<file path="src/verilog/lpm_pkg.sv">
// Constants for the per-channel line performance monitor counters.
// Assumes the channel select of the 8-bit processor bus is decoded outside,
// so only the low address byte of one framer reaches this block.
package lpm_pkg;

  // Register offsets within one framer's address page.
  localparam logic [7:0] GLOBAL_UPDATE_ADDR = 8'h0D;
  localparam logic [7:0] STATUS_ADDR = 8'h58;
  localparam logic [7:0] FRAMING_ADDR = 8'h59;
  localparam logic [7:0] EVT_LO_ADDR = 8'h5A;
  localparam logic [7:0] EVT_HI_ADDR = 8'h5B;
  localparam logic [7:0] BIT_LO_ADDR = 8'h5C;
  localparam logic [7:0] BIT_HI_ADDR = 8'h5D;
  localparam logic [7:0] CV_LO_ADDR = 8'h5E;
  localparam logic [7:0] CV_HI_ADDR = 8'h5F;

  // Field positions in the transfer status register.
  localparam int IRQ_ENABLE_BIT = 2;
  localparam int TRANSFER_DONE_BIT = 1;
  localparam int HOLDING_OVERRUN_BIT = 0;

  // Values after reset.
  localparam logic RST_IRQ_ENABLE = 1'b0;
  localparam logic RST_TRANSFER_DONE = 1'b0;
  localparam logic RST_OVERRUN = 1'b0;
  localparam logic [7:0] RST_RDATA = 8'h00;

  // Timing: clock period, latch completion limit and host wait.
  localparam int CLK_PERIOD_NS = 10;
  localparam int LATCH_LIMIT_TENTHS = 35;
  localparam int LATCH_MAX_CYCLES = LATCH_LIMIT_TENTHS / 10;
  localparam int HOST_WAIT_NS = 2300;
  localparam int HOST_WAIT_CYCLES = (HOST_WAIT_NS + CLK_PERIOD_NS - 1) / CLK_PERIOD_NS;

  // Width of one cycle's event increment into any counter.
  localparam int INC_W = 4;

endpackage : lpm_pkg

</file>
<file path="src/verilog/lpm_event_counter.sv">
// Saturating event counter with a restart that loads the current increment.
// Assumes the increment is already gated by the caller for mode and alignment.
`timescale 1ns/1ns
module lpm_event_counter
  import lpm_pkg::*;
#(
  parameter int W = 10
) (
  input wire logic clk_i,
  input wire logic rstn_i,
  input wire logic restart_i,
  input wire logic [INC_W-1:0] inc_i,
  output logic [W-1:0] count_o
);

  typedef struct packed {
    logic [W-1:0] count;
  } lpm_cnt_state_t;

  lpm_cnt_state_t st;
  lpm_cnt_state_t next_st;
  logic [W:0] sum;

  // Restart keeps this cycle's events, otherwise add and stop at the top.
  always_comb begin
    next_st = st;
    sum = {1'b0, st.count} + (W+1)'(inc_i);
    if (restart_i) begin
      next_st.count = W'(inc_i);
    end else if (sum[W]) begin
      next_st.count = '1;
    end else begin
      next_st.count = sum[W-1:0];
    end
  end

  // State register.
  always_ff @(posedge clk_i or negedge rstn_i) begin
    if (!rstn_i) begin
      st <= '0;
    end else begin
      st <= next_st;
    end
  end

  assign count_o = st.count;

endmodule : lpm_event_counter

</file>
<file path="src/verilog/lpm_monitor.sv">
// Per-channel performance monitor: four event counters, their holding
// registers, the transfer status register and the interrupt output.
// Assumes one clock at line rate, synchronous inputs, and that the framer
// delivers one-cycle event pulses and alignment levels for this channel.
`timescale 1ns/1ns
module lpm_monitor
  import lpm_pkg::*;
#(
  parameter int FRM_W = 7,
  parameter int EVT_W = 10,
  parameter int BIT_W = 10,
  parameter int CV_W = 13
) (
  input wire logic clk_i,
  input wire logic rstn_i,
  input wire logic [7:0] addr_i,
  input wire logic wr_i,
  input wire logic rd_i,
  input wire logic [7:0] wdata_i,
  output logic [7:0] rdata_o,
  output logic irq_out_n_o,
  input wire logic e1_mode_select_i,
  input wire logic count_alignment_change_sel_i,
  input wire logic excess_zero_exclude_i,
  input wire logic fas_word_count_sel_i,
  input wire logic nfas_bit2_count_en_i,
  input wire logic in_frame_flag_i,
  input wire logic out_of_frame_i,
  input wire logic out_of_multiframe_i,
  input wire logic t1_framing_bit_err_i,
  input wire logic [2:0] fas_bit_errs_i,
  input wire logic fas_word_err_i,
  input wire logic nfas_bit2_zero_i,
  input wire logic reframe_i,
  input wire logic alignment_change_i,
  input wire logic far_block_err_i,
  input wire logic [2:0] t1_bit_errs_i,
  input wire logic crc_err_i,
  input wire logic bipolar_viol_i,
  input wire logic excess_zero_i
);

  typedef struct packed {
    logic irq_en;
    logic done;
    logic overrun;
    logic irq_n;
    logic [7:0] rdata;
    logic [FRM_W-1:0] hold_frm;
    logic [EVT_W-1:0] hold_evt;
    logic [BIT_W-1:0] hold_bit;
    logic [CV_W-1:0] hold_cv;
  } lpm_state_t;

  lpm_state_t st;
  lpm_state_t next_st;

  logic count_hit;
  logic latch;
  logic status_rd;
  logic e1;
  logic t1_ok;
  logic [INC_W-1:0] frm_inc;
  logic [INC_W-1:0] evt_inc;
  logic [INC_W-1:0] bit_inc;
  logic [INC_W-1:0] cv_inc;
  logic [FRM_W-1:0] frm_cnt;
  logic [EVT_W-1:0] evt_cnt;
  logic [BIT_W-1:0] bit_cnt;
  logic [CV_W-1:0] cv_cnt;

  // Latch request decode: any count location or the global update.
  assign count_hit = (addr_i >= FRAMING_ADDR) && (addr_i <= CV_HI_ADDR);
  assign latch = wr_i && (count_hit || addr_i == GLOBAL_UPDATE_ADDR);
  assign status_rd = rd_i && addr_i == STATUS_ADDR;

  // Mode select; T1-only event inputs are ignored while in E1 mode.
  assign e1 = e1_mode_select_i;
  assign t1_ok = !e1_mode_select_i;

  // Per-cycle increments, gated by mode and, except the T1 event and bit counts, by alignment state.
  always_comb begin
    frm_inc = '0;
    evt_inc = '0;
    bit_inc = '0;
    if (e1) begin
      if (!out_of_frame_i) begin
        frm_inc = fas_word_count_sel_i ? INC_W'(fas_word_err_i) : INC_W'(fas_bit_errs_i);
        frm_inc = frm_inc + INC_W'(nfas_bit2_count_en_i && nfas_bit2_zero_i);
        evt_inc = INC_W'(far_block_err_i);
      end
      if (!out_of_multiframe_i) begin
        bit_inc = INC_W'(crc_err_i);
      end
    end else if (t1_ok) begin
      if (in_frame_flag_i) begin
        frm_inc = INC_W'(t1_framing_bit_err_i);
      end
      evt_inc = count_alignment_change_sel_i ? INC_W'(alignment_change_i) : INC_W'(reframe_i);
      bit_inc = INC_W'(t1_bit_errs_i);
    end
  end

  // Code violations: bipolar violations plus optional excessive zeros.
  assign cv_inc = INC_W'(bipolar_viol_i) + INC_W'(excess_zero_i && !excess_zero_exclude_i);

  // Live counters; the latch restarts them with this cycle's events.
  // Framing error counter, seven bits wide by default.
  lpm_event_counter #(.W(FRM_W)) u_frm (
    .clk_i(clk_i),
    .rstn_i(rstn_i),
    .restart_i(latch),
    .inc_i(frm_inc),
    .count_o(frm_cnt)
  );
  // Reframe, alignment change or far-end block error counter.
  lpm_event_counter #(.W(EVT_W)) u_evt (
    .clk_i(clk_i),
    .rstn_i(rstn_i),
    .restart_i(latch),
    .inc_i(evt_inc),
    .count_o(evt_cnt)
  );
  // Bit error or CRC error counter.
  lpm_event_counter #(.W(BIT_W)) u_bit (
    .clk_i(clk_i),
    .rstn_i(rstn_i),
    .restart_i(latch),
    .inc_i(bit_inc),
    .count_o(bit_cnt)
  );
  // Code violation counter, thirteen bits wide by default.
  lpm_event_counter #(.W(CV_W)) u_cv (
    .clk_i(clk_i),
    .rstn_i(rstn_i),
    .restart_i(latch),
    .inc_i(cv_inc),
    .count_o(cv_cnt)
  );

  // Holding registers, status flags, interrupt and read data.
  always_comb begin
    next_st = st;
    if (latch) begin
      next_st.hold_frm = frm_cnt;
      next_st.hold_evt = evt_cnt;
      next_st.hold_bit = bit_cnt;
      next_st.hold_cv = cv_cnt;
    end
    if (wr_i && addr_i == STATUS_ADDR) begin
      next_st.irq_en = wdata_i[IRQ_ENABLE_BIT];
    end
    // A latch in the same cycle as the status read wins over the clear.
    next_st.done = (st.done && !status_rd) || latch;
    next_st.overrun = (st.overrun && !status_rd) || (latch && st.done);
    next_st.irq_n = !(next_st.irq_en && next_st.done);
    if (rd_i) begin
      case (addr_i)
        STATUS_ADDR: begin
          next_st.rdata = 8'h00;
          next_st.rdata[IRQ_ENABLE_BIT] = st.irq_en;
          next_st.rdata[TRANSFER_DONE_BIT] = st.done;
          next_st.rdata[HOLDING_OVERRUN_BIT] = st.overrun;
        end
        FRAMING_ADDR: next_st.rdata = 8'(st.hold_frm);
        EVT_LO_ADDR: next_st.rdata = st.hold_evt[7:0];
        EVT_HI_ADDR: next_st.rdata = 8'(st.hold_evt[EVT_W-1:8]);
        BIT_LO_ADDR: next_st.rdata = st.hold_bit[7:0];
        BIT_HI_ADDR: next_st.rdata = 8'(st.hold_bit[BIT_W-1:8]);
        CV_LO_ADDR: next_st.rdata = st.hold_cv[7:0];
        CV_HI_ADDR: next_st.rdata = 8'(st.hold_cv[CV_W-1:8]);
        default: next_st.rdata = 8'h00;
      endcase
    end
  end

  // State register; holding values start at zero, software must latch first.
  always_ff @(posedge clk_i or negedge rstn_i) begin
    if (!rstn_i) begin
      st <= '0;
      st.irq_en <= RST_IRQ_ENABLE;
      st.done <= RST_TRANSFER_DONE;
      st.overrun <= RST_OVERRUN;
      st.irq_n <= 1'b1;
      st.rdata <= RST_RDATA;
    end else begin
      st <= next_st;
    end
  end

  assign rdata_o = st.rdata;
  assign irq_out_n_o = st.irq_n;
endmodule : lpm_monitor

</file>
<file path="config.mk">
export PLATFORM = sky130hd
export DESIGN_NAME = lpm_monitor
export DESIGN_NICKNAME = d
export VERILOG_FILES = /design/src/verilog/lpm_pkg.sv /design/src/verilog/lpm_event_counter.sv /design/src/verilog/lpm_monitor.sv
export SDC_FILE = /design/constraint.sdc
export NUM_CORES = 1
export LEC_CHECK = 0
export BUFFER_PORTS_ARGS = -buffer_cell sky130_fd_sc_hd__buf_2
export CAP_MARGIN = 10
export CORE_ASPECT_RATIO = 0.7
export CORE_MARGIN = 2
export CORE_UTILIZATION = 30
export DETAILED_ROUTE_END_ITERATION = 10
export SLEW_MARGIN = 15
export SYNTH_ARGS = -nofsm -noshare
export SYNTH_HDL_FRONTEND = slang
export SYNTH_SLANG_ARGS = --single-unit
</file>
<file path="constraint.sdc">
create_clock -name clk_i -period 4.1 [get_ports clk_i]
set_input_delay 1.025 -clock clk_i [delete_from_list [all_inputs] [get_ports clk_i]]
set_output_delay 1.025 -clock clk_i [all_outputs]
set_load 0.05 [all_outputs]
</file>
# Yosys cells after proc, flatten, opt, wreduce, memory -nomap -nowiden
# Index checks and enable logic that the tools add are counted.
# Widths: inputs -> output; s select.
# totals
output_inout_bits	9
input_bits	43
wordCells	65
reg_bits	92
# classes
eq_ne	9
add_sub_neg	6
n_reduce_logical	16
n_lt_le_gt_ge	2
muxes	19
# op_table
operator	n
$eq 8x7->1 const B	8
$pmux 8 s8	1
$mux 10	4
$mux 13	2
$add 10x4->11	2
$mux 4	4
$add 13x2->14	1
$mux 7	2
$logic_and 1x1->1	10
$add 7x4->8	1
$eq 8x4->1 const B	1
$ge 8x7->1 const B	1
$le 8x7->1 const B	1
$mux 1	5
$add 3x1->4	1
$logic_not 1->1	3
$logic_or 1x1->1	3
$mux 3	1
$add 1x1->2	1

# Logic depth before layout (Yosys ltp)
# Gate-level depths: netlist of the first run.
# depth
depth_word	7
mapped_depth	12

# Cells and area by module
# A second synthesis of the first run with hierarchy kept.
# unflattened
cells_unflattened	453
area_unflattened_um2	5128.7
# by_module_without_submodules
mod	seq_area_each_um2	n_inst	cells_each	area_per_inst_um2
lpm_monitor	1302.5	1	204	2628.8
lpm_event_counter at u_bit ...	250.2	2	62	604.3
lpm_event_counter at u_cv	325.3	1	77	797.0
lpm_event_counter at u_frm	175.2	1	48	494.2

# Worst setup path after synthesis of the first run
# OpenSTA, ideal clock, no wires.
# synth_timing
kind	input port to flip-flop
startpoint	input fas_word_count_sel_i
endpoint	register u_frm.st (netlist bit u_frm.count_o[6])
path_buffers	0
slack_ps	937
required_ps	3970
t_arrival_ps	3033
path_stages	12
cell_sequence	mux2_2 -> ha_1 -> nand2_1 -> o22ai_1 -> ha_1 -> inv_1 -> fa_1 -> nor2b_1 -> o21ai_0 -> nand2b_1 -> nor4b_1 -> nor3_1
# synth_rtl
item	line_no	source
from (decl)	lpm_monitor.sv:25	input wire logic fas_word_count_sel_i,
to (signal assigned)	lpm_event_counter.sv:42	st <= next_st;
to (decl)	lpm_event_counter.sv:20	lpm_cnt_state_t st;

==> flow_metrics.env, run 1 <==
export IMPL_outcome="complete, no violations"
export IMPL_io_pins=52
export IMPL_start_util_pct=30.59
export IMPL_wire_per_inst_um=14.29
export IMPL_wl_met3_um=702
export IMPL_drv_slew=0
export IMPL_ys_seq_area_share_pct=48.58
export IMPL_die_area_sq_um=16840
export IMPL_synth_edf_count=0
export IMPL_avgSynthCellArea_sq_um=9.208
export IMPL_m1WireLength_mm=5.590
export IMPL_hp_class="flop to flop"
export IMPL_cts_tree="yes"
export IMPL_rows=38
export IMPL_dieHeight_um=109.2
export IMPL_post_route_min_period_ns=3.178
export IMPL_crit_arrival_ns=3.39
export IMPL_rsz0062_at_grt="false"
export IMPL_hold_viol=0
export IMPL_fmax_mhz=314.7
export IMPL_ys_ff_latch=92
export IMPL_final_nets=602
export IMPL_ctsHtreeMaxLevel=3
export IMPL_power_density_nw_per_um2=515.2
export IMPL_max_cap_violations=0
export IMPL_max_slew_margin_pct=59.65
export IMPL_clock_sinks=92
export IMPL_wl_mm=10.67
export IMPL_track_usage_pct=13.70
export IMPL_viasPerCell=4.876
export IMPL_netlist_area_sq_um=4742
export IMPL_required_ns=4.32
export IMPL_grt_start_max_net_pins=63
export IMPL_clk_pin_slew_ns=0.06
export IMPL_yosysWarnings=0
export IMPL_num_antenna_cells=0
export IMPL_ctsLongestPathBuffers=2
export IMPL_grt_first_pass_wirelength_mm=18.00
export IMPL_vias=3642
export IMPL_ys_async_sr_fraction_pct=100.0
export IMPL_drive_above_1_share_pct=13.53
export IMPL_drc=0
export IMPL_antenna_found_initial=0
export IMPL_ctsHoldBuffers=0
export IMPL_cts_resized=0
export IMPL_setup_violations=0
export IMPL_fin_crit_sh_pct=77.51
export IMPL_ir_worst_vdd_mv=0.1845
export IMPL_die_w_um=154.3
export IMPL_core_sq_um=15500
export IMPL_insertion_delay_ns=0.34
export IMPL_final_antenna_net_count=0
export IMPL_tns_ns=0
export IMPL_grt_pass1_vias=3499
export IMPL_synthDistinctLibCells=52
export IMPL_syn_to_final_growth_pct=13.32
export IMPL_path_max_fanout=3
export IMPL_nFillCells=1607
export IMPL_post_cts_buffers=0
export IMPL_dr_pass1_iters=5
export IMPL_critPathLaunchType="primary input"
export IMPL_met2WireLength_mm=4.342
export IMPL_path_class="primary input to flop"
export IMPL_max_slew_worst_pin_slew_ns=0.6052
export IMPL_p_leak_nw=2.620
export IMPL_port_buffers=44
export IMPL_maxUsedRoutingLayer="met4"
export IMPL_drt_initial_drc_count=283
export IMPL_gr_total_overflow=0
export IMPL_cts_root_buf="clkbuf_16"
export IMPL_cts_buffers=9
export IMPL_end_kind="flop"
export IMPL_synth_ff_type="dfrtp_1"
export IMPL_whs_ns=0.4756
export IMPL_globalplace_congestion=0.7833
export IMPL_syn_nets=575
export IMPL_netlist_instances=515
export IMPL_skew_ns=0.005527
export IMPL_place_hpwl_mm=7.809
cell usage in the layout (no fill, tap or decap), types with 3 or more instances in the layout:
master	count
a21o_1	5
a21oi_1	33
a221oi_1	5
a31oi_1	8
and2_1	3
and3_1	5
and4_1	3
buf_2	43
buf_4	7
clkbuf_1	4
clkbuf_16	9
dfrtp_1	91
fa_1	3
ha_1	14
inv_1	18
mux2_2	8
mux2i_1	6
nand2_1	134
nand2b_1	4
nand3_1	17
nand3b_1	4
nand4_1	7
nor2_1	22
nor2b_1	8
nor3_1	5
o21ai_0	15
o22a_1	6
o22ai_1	6
xnor2_1	11
xor2_1	10
cell type report:
class / count / area, sq um / area share (%)
Clock buffer: 14 / 254.0 / 4.726
Clock inverter: 2 / 37.54 / 0.6985
Multi-Input combinational cell: 371 / 2193 / 40.81
Inverter: 18 / 67.56 / 1.257
Tap cell: 200 / 250.2 / 4.657
Sequential cell: 92 / 2303 / 42.86
Timing Repair Buffer: 50 / 267.8 / 4.983
critical path, cell delays in order:
cell	delay (ns)
buf_2	0.10
mux2_2	0.33
ha_1	0.27
nand2_1	0.04
o22ai_1	0.22
ha_1	0.26
inv_1	0.08
fa_1	0.40
nor2b_1	0.12
o21ai_0	0.08
nand2b_1	0.13
nor4b_1	0.26
nor3_1	0.09
path summary, 6_finish.rpt:
path                       slack (ns)                 start  depth (start not counted)                to
max                              0.92  fas_word_count_sel_i                         13  u_frm.count_o[6]
min                              0.48                st[29]                          2            st[29]
max reg2reg                      1.97      u_bit.count_o[0]                          7  u_bit.count_o[0]
min reg2reg                      0.48                st[29]                          2            st[29]
max in group asynchronous        2.61                rstn_i                          2  u_evt.count_o[1]
min in group asynchronous        0.68                rstn_i                          1        rdata_o[5]
power breakdown:
part           total, mW  switching (mW)  internal [mW]  leakage (nW)
logic              0.589           0.298          0.290          1.27
registers           1.36           0.228           1.13          1.21
clock network      0.818           0.328          0.490         0.137
metrics by stage:
step	cell area [sq um]	util, %	worst slack (ns)	instances	total power, mW
global placement	5082	32.79	0.6463	731	1.924
CTS	5374	34.67	0.9408	747	2.796
finish	5374	34.67	0.9221	747	2.769
global route	5374	34.67	0.6973	747	2.968
floorplan	4742	-	0.9372	515	1.760
detailed placement	5082	32.79	0.5880	731	1.959
layer usage:
layer | track usage [%] | vias to the layer above
met1 | 20.06 | 1733
met3 | 3.975 | 5
li1 | - | 1813
met4 | 3.373 | 0
met5 | 0 | -
met2 | 19.83 | 91
Yosys cell counts, types with 4 or more instances:
| cell | n | area, sq um |
|---|---|---|
| nand3b_1 | 4 | 30.03 |
| a21oi_1 | 33 | 165.2 |
| mux2_2 | 8 | 90.09 |
| nand2b_1 | 4 | 25.02 |
| o22a_1 | 6 | 52.55 |
| a31oi_1 | 8 | 50.05 |
| buf_4 | 9 | 67.56 |
| dfrtp_1 | 91 | 2277 |
| xor2_1 | 10 | 87.58 |
| a221oi_1 | 5 | 43.79 |
| a21o_1 | 5 | 37.54 |
| inv_1 | 18 | 67.56 |
| and3_1 | 6 | 37.54 |
| nand3_1 | 18 | 90.09 |
| mux2i_1 | 6 | 60.06 |
| nor3_1 | 5 | 25.02 |
| clkbuf_1 | 11 | 41.29 |
| nor2_1 | 22 | 82.58 |
| buf_2 | 12 | 60.06 |
| o21ai_0 | 15 | 75.07 |
| xnor2_1 | 11 | 96.34 |
| o22ai_1 | 6 | 37.54 |
| nand2_1 | 134 | 503.0 |
| ha_1 | 14 | 175.2 |
| nand4_1 | 7 | 43.79 |
| nor2b_1 | 8 | 50.05 |
state kept, by name (all words and copies together), names as in the netlist:
register,cells
irq_out_n_o,1
rdata_o,8
st,43
u_bit.count_o,10
u_cv.count_o,13
u_evt.count_o,10
u_frm.count_o,7
cells by family after synthesis:
| group | share of synthesized area (%) |
|---|---|
| buffers and inverters | 5.303 |
| and+or+nand+nor | 21.19 |
| AOI/OAI and AO/OA | 12.93 |
| adders and majority gates | 4.961 |
| xor gates and xnor gates | 3.878 |
| muxes | 3.166 |
| DFF | 48.58 |
Note: power is estimated with default switching activity, not from simulation.
==> run 2: changes to the inputs <==
==> constraint.sdc (replaced) <==
create_clock -name clk_i -period 2.8 [get_ports clk_i]
set_input_delay 0.7 -clock clk_i [delete_from_list [all_inputs] [get_ports clk_i]]
set_output_delay 0.7 -clock clk_i [all_outputs]
set_load 0.05 [all_outputs]
==> run 2 against run 1 <==
Compared with the run above:
- sequential share of layout area is 2.1 points lower
- first-iteration DRC count is 6.4% lower
- worst setup slack got worse by 0.80 ns
- clock-buffer cell count is 4 lower
- final cell count rose by 3.5%
- wire length increased by 2.7%
- power increased by 50%
- global-route usage up 0.57 points
- via count rose by 3.1%
- die area did not move
==> flow_metrics.env, run 2 (synthesis gave the netlist of run 1 again) <==
export IMPL_outcome="complete, no violations"
export IMPL_rows=38
export IMPL_vias=3755
export IMPL_insertion_delay_ns=0.34
export IMPL_io_pins=52
export IMPL_final_nets=628
export IMPL_crit_arrival_ns=2.90
export IMPL_mostFrequentLayoutCells="nand2_1 (134), dfrtp_1 (91), buf_2 (43)"
export IMPL_die_area_sq_um=16840
export IMPL_max_cap_violations=0
export IMPL_power_density_nw_per_um2=736.3
export IMPL_path_max_fanout=3
export IMPL_ctsHoldBuffers=0
export IMPL_path_class="primary input to flop"
export IMPL_place_hpwl_mm=8.085
export IMPL_ctsLongestPathBuffers=2
export IMPL_required_ns=3.02
export IMPL_hold_viol=0
export IMPL_regMostFlops="st"
export IMPL_p_total_mw=4.158
export IMPL_p_leak_nw=2.756
export IMPL_regArea_sq_um=2303
export IMPL_grt_start_max_net_pins=68
export IMPL_viasPerCell=4.858
export IMPL_grt_first_pass_wirelength_mm=19.04
export IMPL_reg2reg_to="u_bit.count_o[0]"
export IMPL_reg2reg_depth=7
export IMPL_multi_input_area_sq_um=2235
export IMPL_post_route_min_period_ns=2.678
export IMPL_r2r_start="u_bit.count_o[0]"
export IMPL_final_cells=773
export IMPL_critPathLaunchType="primary input"
export IMPL_rsz0062_at_grt="false"
export IMPL_drc=0
export IMPL_wire_per_inst_um=14.17
export IMPL_core_sq_um=15500
export IMPL_num_antenna_cells=0
export IMPL_dr_pass1_iters=4
export IMPL_whs_ns=0.3550
export IMPL_worstPathCellList="buf_2 > mux2_2 > ha_1 > ha_1 > nand2_1 > inv_1 > ha_1 > a211oi_1 > o21bai_1 > buf_4 > nor4b_4 > nor3_1"
export IMPL_track_usage_pct=14.26
export IMPL_cts_buffers=9
export IMPL_wl_mm=10.95
export IMPL_cts_root_buf="clkbuf_16"
export IMPL_start_util_pct=30.59
export IMPL_setup_violations=0
export IMPL_hp_class="primary input to async pin"
export IMPL_antenna_found_initial=0
export IMPL_drv_slew=0
export IMPL_globalplace_congestion=0.7895
export IMPL_clock_sinks=92
export IMPL_ir_worst_vdd_mv=0.3346
export IMPL_end_kind="flop"
export IMPL_fin_crit_sh_pct=95.63
export IMPL_critPathSlowestCell="mux2_2"
export IMPL_finalCoreUtilization_pct=36.43
export IMPL_final_common_cell="nand2_1"
export IMPL_cts_tree="yes"
export IMPL_syn_to_final_growth_pct=19.08
export IMPL_port_buffers=44
export IMPL_max_slew_margin_pct=60.16
export IMPL_gr_total_overflow=0
export IMPL_drive_above_1_share_pct=19.20
export IMPL_skew_ns=0.004965
export IMPL_largest_register_ffs=43
export IMPL_drt_initial_drc_count=265
export IMPL_fmax_mhz=373.5
export IMPL_nFillCells=1550
export IMPL_ctsHtreeMaxLevel=3
export IMPL_rrSetupSlack_ns=0.71
export IMPL_grt_pass1_vias=3820
export IMPL_place_inst=754
export IMPL_die_w_um=154.3
export IMPL_dieHeight_um=109.2
export IMPL_cpMostUsedCell="ha_1"
export IMPL_slowest_delay_ns=0.33
export IMPL_final_antenna_net_count=0
export IMPL_max_slew_worst_pin_slew_ns=0.5975
export IMPL_clk_pin_slew_ns=0.07
[run 2: critical path: cells and delay by family]
family,cells,cell delay [ns]
multiplexers,1,0.33
AO/OA/AOI/OAI,2,0.38
AND/OR/NAND/NOR,3,0.42
buffers and inverters,3,0.31
adder cells (fa/ha/maj),3,0.76
[run 2: worst max-delay path by stage]
| stage | from | endpoint | slack, ns |
|---|---|---|---|
| 2_1_floorplan | fas_word_count_sel_i | u_frm.count_o[1] | 0.02 |
| 3_3_place_gp | fas_word_count_sel_i | u_frm.count_o[6] | -0.17 |
| 3_5_place_dp | fas_word_count_sel_i | u_frm.count_o[0] | -0.25 |
| 4_1_cts | fas_word_count_sel_i | u_frm.count_o[0] | 0.11 |
| 5_1_grt | fas_word_count_sel_i | u_frm.count_o[6] | 0.007 |
| 6_report | fas_word_count_sel_i | u_frm.count_o[6] | 0.12 |
[run 2: cell type report]
| cell class | count | share of cell area (%) |
|---|---|---|
| Sequential cell | 92 | 40.79 |
| Timing Repair Buffer | 76 | 8.642 |
| Inverter | 18 | 1.197 |
| Clock buffer | 10 | 4.232 |
| Multi-Input combinational cell | 371 | 39.57 |
| Tap cell | 200 | 4.432 |
| Clock inverter | 6 | 1.130 |
[run 2: metal layers]
| layer | wire length [um] | GRT usage [%] | vias to the layer above |
|---|---|---|---|
| li1 | - | - | 1875 |
| met1 | 5541 | 20.59 | 1796 |
| met2 | 4714 | 21.49 | 79 |
| met3 | 650 | 3.935 | 5 |
| met4 | 48 | 2.976 | 0 |
| met5 | 0 | 0 | - |
[run 2: metrics by stage]
step | area (sq um) | worst slack, ns | TNS (ns)
after floorplan | 4772 | 0.02485 | 0
after detailed placement | 5310 | -0.2523 | -1.282
after global placement | 5310 | -0.1748 | -0.7875
final | 5647 | 0.1224 | 0
after CTS | 5613 | 0.1062 | 0
after global routing | 5647 | 0.007232 | 0
[run 2: report_power, final]
part	leakage [nW]	switching, mW	internal (mW)
combinational	1.40	0.461	0.470
sequential	1.21	0.336	1.66
clock	0.144	0.517	0.714
total	2.76	1.31	2.84
[run 2: timing repair]
action / CTS / global route
endpoints found under the setup margin: 0 / 3
buffers inserted: 0 / 3
resized for setup: 0 / 2
